[src/hdl/pcc_defines.svh]
// Purpose: named offsets, fields, reset values and counts of the power and clock mode control
// Assumes: 32-bit Avalon-MM data, byte addresses, one word per register
// Notes: definitions only
`ifndef PCC_DEFINES_SVH
`define PCC_DEFINES_SVH

// register byte offsets
`define PCC_OFF_PWR_CTL     5'h00
`define PCC_OFF_FLASH_STAT  5'h04
`define PCC_OFF_IAP_CMD     5'h08
`define PCC_OFF_INT_CFG     5'h0c
`define PCC_OFF_MODE_STAT   5'h10

// power control fields
`define PCC_BIT_SLEEP       0
`define PCC_BIT_DEEP        1
// flash status field
`define PCC_BIT_DBL_IND     0
// interrupt configuration: enables in the low nibble, level-sensitive selects above
`define PCC_INT_LVL_LSB     4
// mode status: state in the low bits, latched wake source and synced low pins above
`define PCC_MODE_SRC_LSB    8
`define PCC_MODE_PIN_LSB    12
// in-application programming command that turns clock doubling on
`define PCC_IAP_DBL_ON      8'h8e

// reset values
`define PCC_RST_PWR_CTL     2'h0
`define PCC_RST_INT         4'h0

// timing counts, in oscillator (ref_clk) cycles, and the number of external interrupt pins
`define PCC_WAKE_LOW_CYC    1024
`define PCC_MCYC_STD        12
`define PCC_MCYC_DBL        6
`define PCC_N_EXT           2

`endif

[src/hdl/pcc_pkg.sv]
// Purpose: types shared by the power and clock mode control
// Assumes: nothing
// Notes: state codes written out
`default_nettype none
package pcc_pkg;
    typedef enum logic [2:0] {
        PCC_ST_RUN    = 3'h0,
        PCC_ST_IDLE   = 3'h1,
        PCC_ST_DOWN   = 3'h2,
        PCC_ST_OSC    = 3'h3,
        PCC_ST_RESUME = 3'h4
    } pcc_state_t;
endpackage : pcc_pkg
`default_nettype wire

[src/hdl/pcc_mcyc_if.sv]
// Purpose: carries machine-cycle divider control and its tick
// Assumes: single ref_clk domain
// Notes: ctl side owns run and rate, div side owns the tick
`default_nettype none
interface pcc_mcyc_if;
    logic run;
    logic dbl;
    logic tick;
    modport ctl (output run, output dbl, input tick);
    modport div (input run, input dbl, output tick);
endinterface : pcc_mcyc_if
`default_nettype wire

[src/hdl/pcc_mcyc_div.sv]
// Purpose: machine-cycle enable pulse, one every MCYC_STD or MCYC_DBL oscillator clocks
// Assumes: run and dbl come from flops on ref_clk
// Notes: a rate change mid-cycle wraps at once rather than overrunning the shorter period
`include "pcc_defines.svh"
`default_nettype none
module pcc_mcyc_div
    import pcc_pkg::*;
#(
    parameter int unsigned MCYC_STD = `PCC_MCYC_STD,
    parameter int unsigned MCYC_DBL = `PCC_MCYC_DBL
) (
    // clock and reset
    input  wire logic  ref_clk,
    input  wire logic  rst,
    // control and tick
    pcc_mcyc_if.div    mif
);
    localparam int unsigned CW = $clog2(MCYC_STD);

    generate
        if (MCYC_DBL < 2 || MCYC_STD <= MCYC_DBL) begin : g_bad
            $error("pcc_mcyc_div: unusable machine cycle lengths");
        end
    endgenerate

    logic [CW-1:0] cnt_q;
    logic [CW-1:0] last;
    logic          tick_q;

    assign last = mif.dbl ? CW'(MCYC_DBL - 1) : CW'(MCYC_STD - 1);
    assign mif.tick = tick_q;

    // clock stopped means no machine cycles and a fresh count on restart
    always_ff @(posedge ref_clk or posedge rst) begin
        if (rst) begin
            cnt_q  <= '0;
            tick_q <= 1'b0;
        end else if (!mif.run) begin
            cnt_q  <= '0;
            tick_q <= 1'b0;
        end else if (cnt_q >= last) begin
            cnt_q  <= '0;
            tick_q <= 1'b1;
        end else begin
            cnt_q  <= cnt_q + CW'(1);
            tick_q <= 1'b0;
        end
    end
endmodule // pcc_mcyc_div
`default_nettype wire

[src/hdl/pcc_power_clock_ctl.sv]
// Purpose: sleep and deep-sleep control plus 12/6 clock machine-cycle rate selection
// Assumes: ref_clk 200 MHz is the oscillator clock; core pulses irq_start as an interrupt begins
// Notes: Avalon-MM slave, one wait cycle per access; unmapped reads return zero
//
// Behaviour
// setting sleep bit enters sleep state
// sleep halts program counter, clock keeps running
// sleep never disturbs RAM or registers
// interrupt start in sleep clears bit, exits
// execution resumes after the requesting instruction
// hardware reset ends low power, full restart
// setting deep-sleep bit enters deep sleep
// deep sleep stops clock; only level interrupts
// deep sleep keeps SRAM contents
// only enabled level interrupt or reset wakes
// low input restarts oscillator, 1024 cycles minimum
// release high starts interrupt service routine
// default twelve clocks per machine cycle
// doubling gives six clocks per machine cycle
// doubling enabled by host or IN_APPLICATION_PROGRAMMING command
// flash status bit shows six-clock mode
// doubling only internal clock with access select high
// external clock drives input pin, output open
// both request bits together mean deep sleep
`include "pcc_defines.svh"
`default_nettype none
module pcc_power_clock_ctl
    import pcc_pkg::*;
#(
    parameter int unsigned WAKE_LOW_CYC = `PCC_WAKE_LOW_CYC,
    parameter int unsigned MCYC_STD     = `PCC_MCYC_STD,
    parameter int unsigned MCYC_DBL     = `PCC_MCYC_DBL,
    parameter int unsigned N_EXT        = `PCC_N_EXT
) (
    // clock and reset
    input  wire logic              ref_clk,
    input  wire logic              rst,
    // avalon-mm slave
    input  wire logic [4:0]        avs_address,
    input  wire logic              avs_read,
    input  wire logic              avs_write,
    input  wire logic [31:0]       avs_writedata,
    input  wire logic [3:0]        avs_byteenable,
    output var  logic [31:0]       avs_readdata,
    output var  logic              avs_waitrequest,
    // pins
    input  wire logic [N_EXT-1:0]  ext_int_n,
    input  wire logic              external_access_select,
    input  wire logic              host_dbl_req,
    // core side
    input  wire logic              irq_start,
    output var  logic              core_run,
    output var  logic              sys_clk_run,
    output var  logic              osc_run,
    output var  logic              wake_req,
    output var  logic              double_clock_indicator,
    output logic                   mcyc_tick
);
    localparam int unsigned LCW = $clog2(WAKE_LOW_CYC + 1);

    generate
        if (N_EXT < 1 || N_EXT > 4 || WAKE_LOW_CYC < 2) begin : g_bad
            $error("pcc_power_clock_ctl: unsupported parameters");
        end
    endgenerate

    function automatic logic reg_hit(input logic [4:0] addr, input logic [4:0] off);
        return addr == off;
    endfunction

    pcc_state_t         state_q;
    logic [N_EXT-1:0]   ext_s1_q, ext_n_s2_q;
    logic               ea_s1_q, ea_s2_q, host_s1_q, host_s2_q;
    logic               sleep_q, deep_q, dbl_q;
    logic [N_EXT-1:0]   int_en_q, int_lvl_q, wake_src_q;
    logic [LCW-1:0]     low_cnt_q;
    logic [31:0]        rd_mux;
    logic               wr_ok, pwr_wr, src_low;
    logic [N_EXT-1:0]   wake_pins;

    pcc_mcyc_if mif ();

    // pins come from outside ref_clk domain
    always_ff @(posedge ref_clk or posedge rst) begin
        if (rst) begin
            ext_s1_q   <= '1;
            ext_n_s2_q <= '1;
            ea_s1_q    <= 1'b0;
            ea_s2_q    <= 1'b0;
            host_s1_q  <= 1'b0;
            host_s2_q  <= 1'b0;
        end else begin
            ext_s1_q   <= ext_int_n;
            ext_n_s2_q <= ext_s1_q;
            ea_s1_q    <= external_access_select;
            ea_s2_q    <= ea_s1_q;
            host_s1_q  <= host_dbl_req;
            host_s2_q  <= host_s1_q;
        end
    end

    // bus: request seen with waitrequest high, answered the next cycle
    always_ff @(posedge ref_clk or posedge rst) begin
        if (rst) begin
            avs_waitrequest <= 1'b1;
        end else if (!avs_waitrequest) begin
            avs_waitrequest <= 1'b1;
        end else if (avs_read || avs_write) begin
            avs_waitrequest <= 1'b0;
        end
    end

    assign wr_ok  = avs_write && !avs_waitrequest && avs_byteenable[0];
    assign pwr_wr = wr_ok && reg_hit(avs_address, `PCC_OFF_PWR_CTL);

    always_comb begin
        rd_mux = '0;
        if (reg_hit(avs_address, `PCC_OFF_PWR_CTL)) begin
            rd_mux[`PCC_BIT_SLEEP] = sleep_q;
            rd_mux[`PCC_BIT_DEEP]  = deep_q;
        end else if (reg_hit(avs_address, `PCC_OFF_FLASH_STAT)) begin
            rd_mux[`PCC_BIT_DBL_IND] = dbl_q;
        end else if (reg_hit(avs_address, `PCC_OFF_INT_CFG)) begin
            rd_mux[N_EXT-1:0] = int_en_q;
            rd_mux[`PCC_INT_LVL_LSB +: N_EXT] = int_lvl_q;
        end else if (reg_hit(avs_address, `PCC_OFF_MODE_STAT)) begin
            rd_mux[2:0] = state_q;
            rd_mux[`PCC_MODE_SRC_LSB +: N_EXT] = wake_src_q;
            rd_mux[`PCC_MODE_PIN_LSB +: N_EXT] = ~ext_n_s2_q;
        end
    end

    always_ff @(posedge ref_clk or posedge rst) begin
        if (rst) begin
            avs_readdata <= '0;
        end else if (avs_read && avs_waitrequest) begin
            avs_readdata <= rd_mux;
        end
    end

    // request bits; a write in the same cycle as interrupt start wins
    always_ff @(posedge ref_clk or posedge rst) begin
        if (rst) begin
            {deep_q, sleep_q} <= `PCC_RST_PWR_CTL;
        end else if (pwr_wr) begin
            sleep_q <= avs_writedata[`PCC_BIT_SLEEP];
            deep_q  <= avs_writedata[`PCC_BIT_DEEP];
        end else if (irq_start && (state_q == PCC_ST_IDLE || state_q == PCC_ST_RESUME)) begin
            sleep_q <= 1'b0;
            deep_q  <= 1'b0;
        end
    end

    always_ff @(posedge ref_clk or posedge rst) begin
        if (rst) begin
            int_en_q  <= N_EXT'(`PCC_RST_INT);
            int_lvl_q <= N_EXT'(`PCC_RST_INT);
        end else if (wr_ok && reg_hit(avs_address, `PCC_OFF_INT_CFG)) begin
            int_en_q  <= avs_writedata[N_EXT-1:0];
            int_lvl_q <= avs_writedata[`PCC_INT_LVL_LSB +: N_EXT];
        end
    end

    // edge-configured or disabled inputs never wake from deep sleep
    assign wake_pins = int_en_q & int_lvl_q & ~ext_n_s2_q;
    assign src_low   = |(wake_src_q & ~ext_n_s2_q);

    // ram and registers are never touched by mode changes, only by reset
    always_ff @(posedge ref_clk or posedge rst) begin
        if (rst) begin
            state_q <= PCC_ST_RUN;
        end else begin
            case (state_q)
                PCC_ST_RUN: begin
                    if (deep_q) begin
                        state_q <= PCC_ST_DOWN;
                    end else if (sleep_q) begin
                        state_q <= PCC_ST_IDLE;
                    end
                end
                PCC_ST_IDLE: begin
                    if (irq_start) begin
                        state_q <= PCC_ST_RUN;
                    end
                end
                PCC_ST_DOWN: begin
                    if (|wake_pins) begin
                        state_q <= PCC_ST_OSC;
                    end
                end
                PCC_ST_OSC: begin
                    if (!src_low) begin
                        // released too early: oscillator goes back to sleep
                        state_q <= (low_cnt_q >= LCW'(WAKE_LOW_CYC)) ? PCC_ST_RESUME : PCC_ST_DOWN;
                    end
                end
                PCC_ST_RESUME: begin
                    if (irq_start) begin
                        state_q <= PCC_ST_RUN;
                    end
                end
                default: begin
                    state_q <= PCC_ST_RUN;
                end
            endcase
        end
    end

    // low time counted in oscillator cycles, saturating
    always_ff @(posedge ref_clk or posedge rst) begin
        if (rst) begin
            low_cnt_q  <= '0;
            wake_src_q <= '0;
        end else if (state_q == PCC_ST_DOWN) begin
            low_cnt_q  <= LCW'(1);
            wake_src_q <= wake_pins;
        end else if (state_q == PCC_ST_OSC && src_low && low_cnt_q < LCW'(WAKE_LOW_CYC)) begin
            low_cnt_q <= low_cnt_q + LCW'(1);
        end
    end

    // outputs follow the state one cycle later
    always_ff @(posedge ref_clk or posedge rst) begin
        if (rst) begin
            core_run    <= 1'b0;
            sys_clk_run <= 1'b0;
            osc_run     <= 1'b0;
            wake_req    <= 1'b0;
        end else begin
            core_run    <= state_q == PCC_ST_RUN || state_q == PCC_ST_RESUME;
            sys_clk_run <= state_q != PCC_ST_DOWN && state_q != PCC_ST_OSC;
            osc_run     <= state_q != PCC_ST_DOWN;
            wake_req    <= state_q == PCC_ST_RESUME;
        end
    end

    // doubling is sticky until hardware reset
    always_ff @(posedge ref_clk or posedge rst) begin
        if (rst) begin
            dbl_q <= 1'b0;
        end else if (host_s2_q || (wr_ok && reg_hit(avs_address, `PCC_OFF_IAP_CMD)
                                   && avs_writedata[7:0] == `PCC_IAP_DBL_ON)) begin
            dbl_q <= 1'b1;
        end
    end

    always_ff @(posedge ref_clk or posedge rst) begin
        if (rst) begin
            double_clock_indicator <= 1'b0;
        end else begin
            double_clock_indicator <= dbl_q;
        end
    end

    // the oscillator output pin is not in this path, so it is never doubled
    assign mif.dbl   = dbl_q && ea_s2_q;
    assign mif.run   = sys_clk_run;
    assign mcyc_tick = mif.tick;

    pcc_mcyc_div #(
        .MCYC_STD (MCYC_STD),
        .MCYC_DBL (MCYC_DBL)
    ) u_div (
        .ref_clk (ref_clk),
        .rst     (rst),
        .mif     (mif.div)
    );
endmodule // pcc_power_clock_ctl
`default_nettype wire

[config.mk]
export PLATFORM = sky130hd
export DESIGN_NAME = pcc_power_clock_ctl
export DESIGN_NICKNAME = d
export VERILOG_FILES = /design/src/hdl/pcc_pkg.sv /design/src/hdl/pcc_mcyc_if.sv /design/src/hdl/pcc_mcyc_div.sv /design/src/hdl/pcc_power_clock_ctl.sv
export VERILOG_INCLUDE_DIRS = /design/src /design/src/hdl
export SDC_FILE = /design/constraint.sdc
export NUM_CORES = 1
export LEC_CHECK = 0
export BUFFER_PORTS_ARGS = -buffer_cell sky130_fd_sc_hd__buf_2
export CELL_PAD_IN_SITES_DETAIL_PLACEMENT = 0
export CELL_PAD_IN_SITES_GLOBAL_PLACEMENT = 2
export CORE_MARGIN = 10
export CORE_UTILIZATION = 27
export CTS_CLUSTER_SIZE = 16
export DETAILED_ROUTE_END_ITERATION = 6
export GPL_ROUTABILITY_DRIVEN = 0
export PLACE_DENSITY_LB_ADDON = 0.1
export SYNTH_ARGS = -nofsm -noshare
export SYNTH_HDL_FRONTEND = slang
export SYNTH_SLANG_ARGS = --single-unit
[constraint.sdc]
create_clock -name ref_clk -period 1.5 [get_ports ref_clk]
set_input_delay 0.15 -clock ref_clk [delete_from_list [all_inputs] [get_ports ref_clk]]
set_output_delay 0.15 -clock ref_clk [all_outputs]
set_load 0.05 [all_outputs]
# Word-level counts from Yosys, hierarchy flattened
# Index checks and enable logic that the tools add are counted.
# word_totals
regBits,51
inputBits,50
out_inout_bits,39
wordCells,109
# classes
n_addsub,2
order_cmp,3
n_eq_ne,15
mux,37
n_bitwise,4
reduce_logical,25
# op_table
op,count
2-bit two-way mux,14
11-bit two-way mux,2
3-bit two-way mux,7
1-bit logical AND,12
4-bit two-way mux,3
3-bit case mux with 4 select lines,1
"11-bit by 1-bit adder with 11-bit output, second input constant",1
"11-bit >= comparator, second input constant",1
"11-bit less-than comparator, second input constant",1
"5-bit by 4-bit equality test with 1-bit output, second input constant",2
1-bit two-way mux,10
"8-bit equality test, second input constant",1
2-bit bitwise AND,3
"3-bit by 2-bit equality test with 1-bit output, second input constant",2
"3-bit by 2-bit inequality test with 1-bit output, second input constant",2
2-bit OR reduction,3
"5-bit by 3-bit equality test with 1-bit output, second input constant",1
"5-bit equality test, second input constant",1
5-bit logical NOT,1
"4-bit by 1-bit adder with 4-bit output, second input constant",1
4-bit >= comparator,1
1-bit logical OR,4
"2-bit inequality test, second input constant",2
4-bit AND reduction,1
8 further kinds,9

# Depth between registers and ports, before layout
# depth
depth_word,7
ltp_mapped,7
mapped_depth_nobuf,6

# Cells and area by module
# Synthesis repeated with hierarchy kept, for this count alone.
# unflattened
cells_unflattened,235
area_unflattened_um2,2458.6
# modules_own_cells
mod,instances,cells_each,area_each_um2,seq_area_each_um2
pcc_power_clock_ctl,1,210,2189.6,1157.4
pcc_mcyc_div,1,25,269.0,125.1

# Least setup slack after synthesis
# No wires, ideal clock.
# synth_path
kind,reg2reg
from,reg state_q[0]
to,reg low_cnt_q[7]
setup_time_ns,0.120
t_arrival_ns,1.480
required_ns,1.380
slack_ns,-0.100
path_stages_with_launch,8
path_buffers,2
synth_period_minus_slack_ns,1.600
path_cell_list,dfrtp_1 > buf_4 > nor3b_2 > inv_1 > buf_2 > nand2_1 > a21oi_1 > a31o_2
# synth_via
elab_chain_cells,4
word_cells_on_any_way,6
classes_between,eq/ne (2); mux (1); reduce/logical (3)
# synth_rtl
item,line_no,rtl
"start, declared",pcc_power_clock_ctl.sv:71,pcc_state_t state_q;
"start signal, assigned",pcc_power_clock_ctl.sv:194,state_q <= (low_cnt_q >= LCW'(WAKE_LOW_CYC)) ? PCC_ST_RESUME : PCC_ST_DOWN;
3-bit by 2-bit equality test with 1-bit output,pcc_power_clock_ctl.sv:217,end else if (state_q == PCC_ST_OSC && src_low && low_cnt_q < LCW'(WAKE_LOW_CYC)) begin
1-bit logical AND (2 in series),pcc_power_clock_ctl.sv:217,
2-bit nonzero test (no source line),n/a,
"end signal, assigned",pcc_power_clock_ctl.sv:218,low_cnt_q <= low_cnt_q + LCW'(1);
"end, declared",pcc_power_clock_ctl.sv:76,logic [LCW-1:0] low_cnt_q;
# Several ways; a longest one is shown, not always the timed one.
# A chain may end at the register's enable or synchronous reset.

# Worst setup path in the final report
# layout_path
from,reg ext_n_s2_q[1]
to,reg low_cnt_q[6]
# layout_via
elab_chain_cells,6
# layout_rtl
item,line_no,rtl
"start, declared",pcc_power_clock_ctl.sv:72,"logic [N_EXT-1:0] ext_s1_q, ext_n_s2_q;"
"start signal, assigned",pcc_power_clock_ctl.sv:94,ext_n_s2_q <= ext_s1_q;
2-bit inverter,pcc_power_clock_ctl.sv:166,assign src_low = |(wake_src_q & ~ext_n_s2_q);
2-bit bitwise AND,pcc_power_clock_ctl.sv:166,
2-bit OR reduction,pcc_power_clock_ctl.sv:166,
1-bit logical AND (2 in series),pcc_power_clock_ctl.sv:217,
2-bit nonzero test (no source line),n/a,
# No other way between the ends.

==> impl_metrics.csv <==
group,metric,value,unit
drt,dr_total_vias,1911,
floorplanning,start_util,0.2810,
sta,achievable-frequency,647.7,MHz
drt,wl_per_cell,14.98,µm
finish,fin_nets,373,
status,violations,"negative setup slack",
power,total_leakage_power,1.578,nW
grt,antenna_found_initial,0,
grt,gr-total-overflow,0,
finish,layoutNonFillerInstCount,428,
synthesis,post_synth_inst_count,235,
drt,drt_first_iter_violations,96,
grt,met2_usage,0.1499,
sta,setup_total_negative_slack,-0.04487,ns
worst_setup_path,worst_ep_arrival_time,1.79,ns
clocking,tritoncts,"done",
sta,rsz_0062_raised_after_global_routing,"true",
floorplanning,die_h,115.7,µm
synthesis,synth-async-reset-ratio,1.000,
worst_setup_path,worst_setup_path_startpoint,"ext_n_s2_q[1]",
grt,grt_util_met1,0.1279,
clocking,cts_root_buf,"sky130_fd_sc_hd__clkbuf_8",
grt,global_route.peak_usage_layer,"met2",
worst_setup_path,worst_r2r_startpoint,"ext_n_s2_q[1]",
worst_setup_path,crit_path_max_incr_delay,0.40,ns
grt,grt_pass1_vias,2032,
worst_setup_path,start_kind,"register",
worst_setup_path,critical_path.top_delay_family,"simple AND/OR/NAND/NOR gates",
synthesis,synth_top_family_by_area,"simple AND/OR/NAND/NOR gates",
place,placement.io_buffers,38,
drt,drt_first_pass_iters,4,
worst_setup_path,critical-path-slowest-cell,"sky130_fd_sc_hd__dfstp_2",
grt,grt_util_all_layers,0.09674,
synthesis,yosys.area_share.simple,0.1845,
sta,time_the_final_worst_path_needs_with_i_o_delays_and_setup,1.544,ns
worst_setup_path,cp_max_fo,6,
finish,fin_util,0.3805,
synthesis,netlist_area,0.002475,mm²
clocking,clockBufferDepth,2,
floorplanning,rows,34,
finish,syn_to_final_growth,35.39,%
sta,final-max-slew-violation-count,0,
power,vdd.ir_drop.worst,377.3,µV
synthesis,synth_xor_area_frac,0.01769,
place,placedCellCount,407,
floorplanning,die_area,0.01340,mm²
synthesis,postSynthRegisterBits,51,
drt,post_drt_via_cell_ratio,4.465,
synthesis,synth.yosys.seq_area_share,0.5182,
synthesis,syn_area_per_cell,10.53,µm²
clocking,later_pin_clock_latency_in_the_skew_report,0.31,ns
flow_run,maxCapViolCount,0,
synthesis,synthAdderAreaFrac,0.02022,
sta,final-hold-violation-count,0,
power,power.density,974.2,mW/mm²
synthesis,ys.warnings.count,0,
grt,gr-usage-met3,0.02584,
worst_setup_path,required,1.75,ns
drt,totalWireLength,6.413,mm
synthesis,synthDistinctLibCells,46,
place,hpwlAfterDp,4.671,mm
floorplanning,top_level_ports,89,
floorplanning,fp.dieW,115.7,µm
hold_path,timing.hold.worst.start,"avs_writedata[5]",
drt,drc,0,
grt,grt_pass1_wl,10.32,mm
status,outcome,"finished, violations left",
sta,report.final.setup_viol,2,
worst_setup_path,worstPathCellList,"nand2b_4 > a211o_4 > or4_1 > a21oi_1",
synthesis,synth_enable_flop_cells,0,
sta,finalClockSkew,0.009152,ns
synthesis,synth_compound_area_frac,0.1153,
clocking,cts.reportedPaths.clkPinSlew,0.11,ns
worst_setup_path,cp_num_buf_inv,0,
sta,share_of_the_clock_period_used_by_the_worst_path_after_layout,1.029,
synthesis,synth_top_flop_cell,"sky130_fd_sc_hd__dfrtp_1",
drt,antenna_violating_nets_post_route,0,
floorplanning,floorplan.core_area,0.008806,mm²
worst_setup_path,critPathCaptureType,"register",
hold_path,hold_path_class,"in -> reg",
worst_setup_path,crit_type,"reg -> reg",
clocking,tritoncts.num_buffers,5,
sta,final.setup.worst_slack,-0.04398,ns
finish,antenna_cells,0,
finish,layout-drive-gt1-share,0.4125,
grt,grt_max_degree,52,
clocking,numClockSinks,51,
synthesis,muxShareOfSynthArea,0.03842,
clocking,htree_levels,2,
logic make-up (layout without fill, tap and decap cells):
kind of cell	count (synthesis)	in the layout
compound gates	42	42
xor+xnor	5	5
fa+ha+maj	4	4
buf+inv	43	106
flops	51	51
mux	9	9
other cells	1	23
simple gates	80	80
worst reg2reg max path, delay by kind of cell (launching register included):
kind / cells / cell delay, ns
AO/OA/AOI/OAI: 2 / 0.50
AND/OR/NAND/NOR: 2 / 0.57
flip-flops: 1 / 0.40
cells in the mapped netlist, types with 2 or more instances:
cell	count	share of area
sky130_fd_sc_hd__o31ai_1	2	0.0061
sky130_fd_sc_hd__mux2i_1	5	0.020
sky130_fd_sc_hd__nand2b_1	3	0.0076
sky130_fd_sc_hd__or3_1	4	0.010
sky130_fd_sc_hd__xnor2_1	4	0.014
sky130_fd_sc_hd__mux2_2	4	0.018
sky130_fd_sc_hd__a31oi_1	2	0.0051
sky130_fd_sc_hd__dfrtp_1	46	0.47
sky130_fd_sc_hd__a22o_1	3	0.011
sky130_fd_sc_hd__nor4_1	3	0.0076
sky130_fd_sc_hd__nor4b_1	2	0.0071
sky130_fd_sc_hd__nand4_1	4	0.010
sky130_fd_sc_hd__clkbuf_1	2	0.0030
sky130_fd_sc_hd__buf_4	25	0.076
sky130_fd_sc_hd__a21oi_1	7	0.014
sky130_fd_sc_hd__a22oi_1	2	0.0061
sky130_fd_sc_hd__nand3b_1	4	0.012
sky130_fd_sc_hd__nand3_1	6	0.012
sky130_fd_sc_hd__buf_2	2	0.0040
sky130_fd_sc_hd__nand2_1	26	0.039
sky130_fd_sc_hd__nor3_1	6	0.012
sky130_fd_sc_hd__inv_1	14	0.021
sky130_fd_sc_hd__nor2_1	11	0.017
sky130_fd_sc_hd__or3b_2	2	0.0071
sky130_fd_sc_hd__o21ai_0	16	0.032
sky130_fd_sc_hd__dfstp_2	5	0.053
sky130_fd_sc_hd__ha_1	4	0.020
sky130_fd_sc_hd__and4_1	2	0.0071
sky130_fd_sc_hd__o21a_1	2	0.0061
metal layers:
metal  routed length (µm)  part of all wire
met1                 3165              0.49
met2                 2881              0.45
met3                  276             0.043
met4                   90             0.014
met5                    0                 0
cells in the final DEF (no fill, tap or decap), types with 4 or more instances in the layout:
cell,count
sky130_fd_sc_hd__nand2_1,25
sky130_fd_sc_hd__o21ai_0,13
sky130_fd_sc_hd__a21oi_2,4
sky130_fd_sc_hd__inv_1,13
sky130_fd_sc_hd__nand3_1,5
sky130_fd_sc_hd__buf_2,38
sky130_fd_sc_hd__nand3b_1,4
sky130_fd_sc_hd__dfstp_2,5
sky130_fd_sc_hd__nor3_1,4
sky130_fd_sc_hd__conb_1,23
sky130_fd_sc_hd__xnor2_1,4
sky130_fd_sc_hd__mux2_4,4
sky130_fd_sc_hd__nand4_1,4
sky130_fd_sc_hd__dfrtp_1,43
sky130_fd_sc_hd__nor2_1,8
sky130_fd_sc_hd__buf_4,38
sky130_fd_sc_hd__clkbuf_8,5
sky130_fd_sc_hd__mux2i_1,5
sky130_fd_sc_hd__dlygate4sd3_1,7
final timing paths:
check                                    end  slack (ns)  cells past startpoint
worst max-delay path            low_cnt_q[6]       -0.04                      4
worst min-delay path            int_lvl_q[1]        0.09                      2
worst max register to register  low_cnt_q[6]       -0.04                      4
worst min register to register       ea_s2_q        0.36                      0
max in group asynchronous        ext_s1_q[1]        0.80                      4
min in group asynchronous           wake_req        0.42                      4
stage by stage:
stage | instance area [µm²] | worst slack [ns] | total power [mW] | hold slack, ns
detailed placement | 2963 | -0.1355 | 2.330 | 0.2244
CTS | 3214 | -0.04665 | 3.276 | 0.08636
global route | 3351 | -0.07054 | 3.441 | 0.08494
finish | 3351 | -0.04398 | 3.264 | 0.08965
global placement | 2963 | -0.1639 | 2.333 | 0.2286
floorplan | 2589 | -0.01394 | 2.094 | 0.1545
power by group:
group / switching (mW) / internal [mW]
sequential: 0.0656 / 1.44
combinational: 0.560 / 0.341
clock: 0.514 / 0.339
sequential cells by signal, summed over array words and instances (netlist names):
name,cells
double_clock_indicator,1
low_cnt_q,11
core_run,1
ea_s1_q,1
wake_req,1
deep_q,1
sleep_q,1
state_q,3
host_s2_q,1
ext_s1_q,2
ext_n_s2_q,2
osc_run,1
sys_clk_run,1
ea_s2_q,1
dbl_q,1
avs_readdata,9
wake_src_q,2
int_lvl_q,2
u_div.cnt_q,4
host_s1_q,1
u_div.mif.tick,1
int_en_q,2
avs_waitrequest,1
area by class of cell:
cell class              count  area [µm²]
multi-input cells         163        1220
repair buffers             84       565.5
inverters                  14       52.55
fillers                   908        5455
flip-flops and latches     51        1286
clock buffers               5       68.82
well taps                 108       135.1
clock inverters             3       22.52
what timing repair did:
action | CTS | global route
setup endpoints to repair | 17 | 19
pin swaps | 8 | 8
hold endpoints to repair | 51 | 0
buffers inserted | 4 | 3
hold buffers | 7 | 0
resized for setup | 13 | 25
Power figures use the tool's default switching activity.
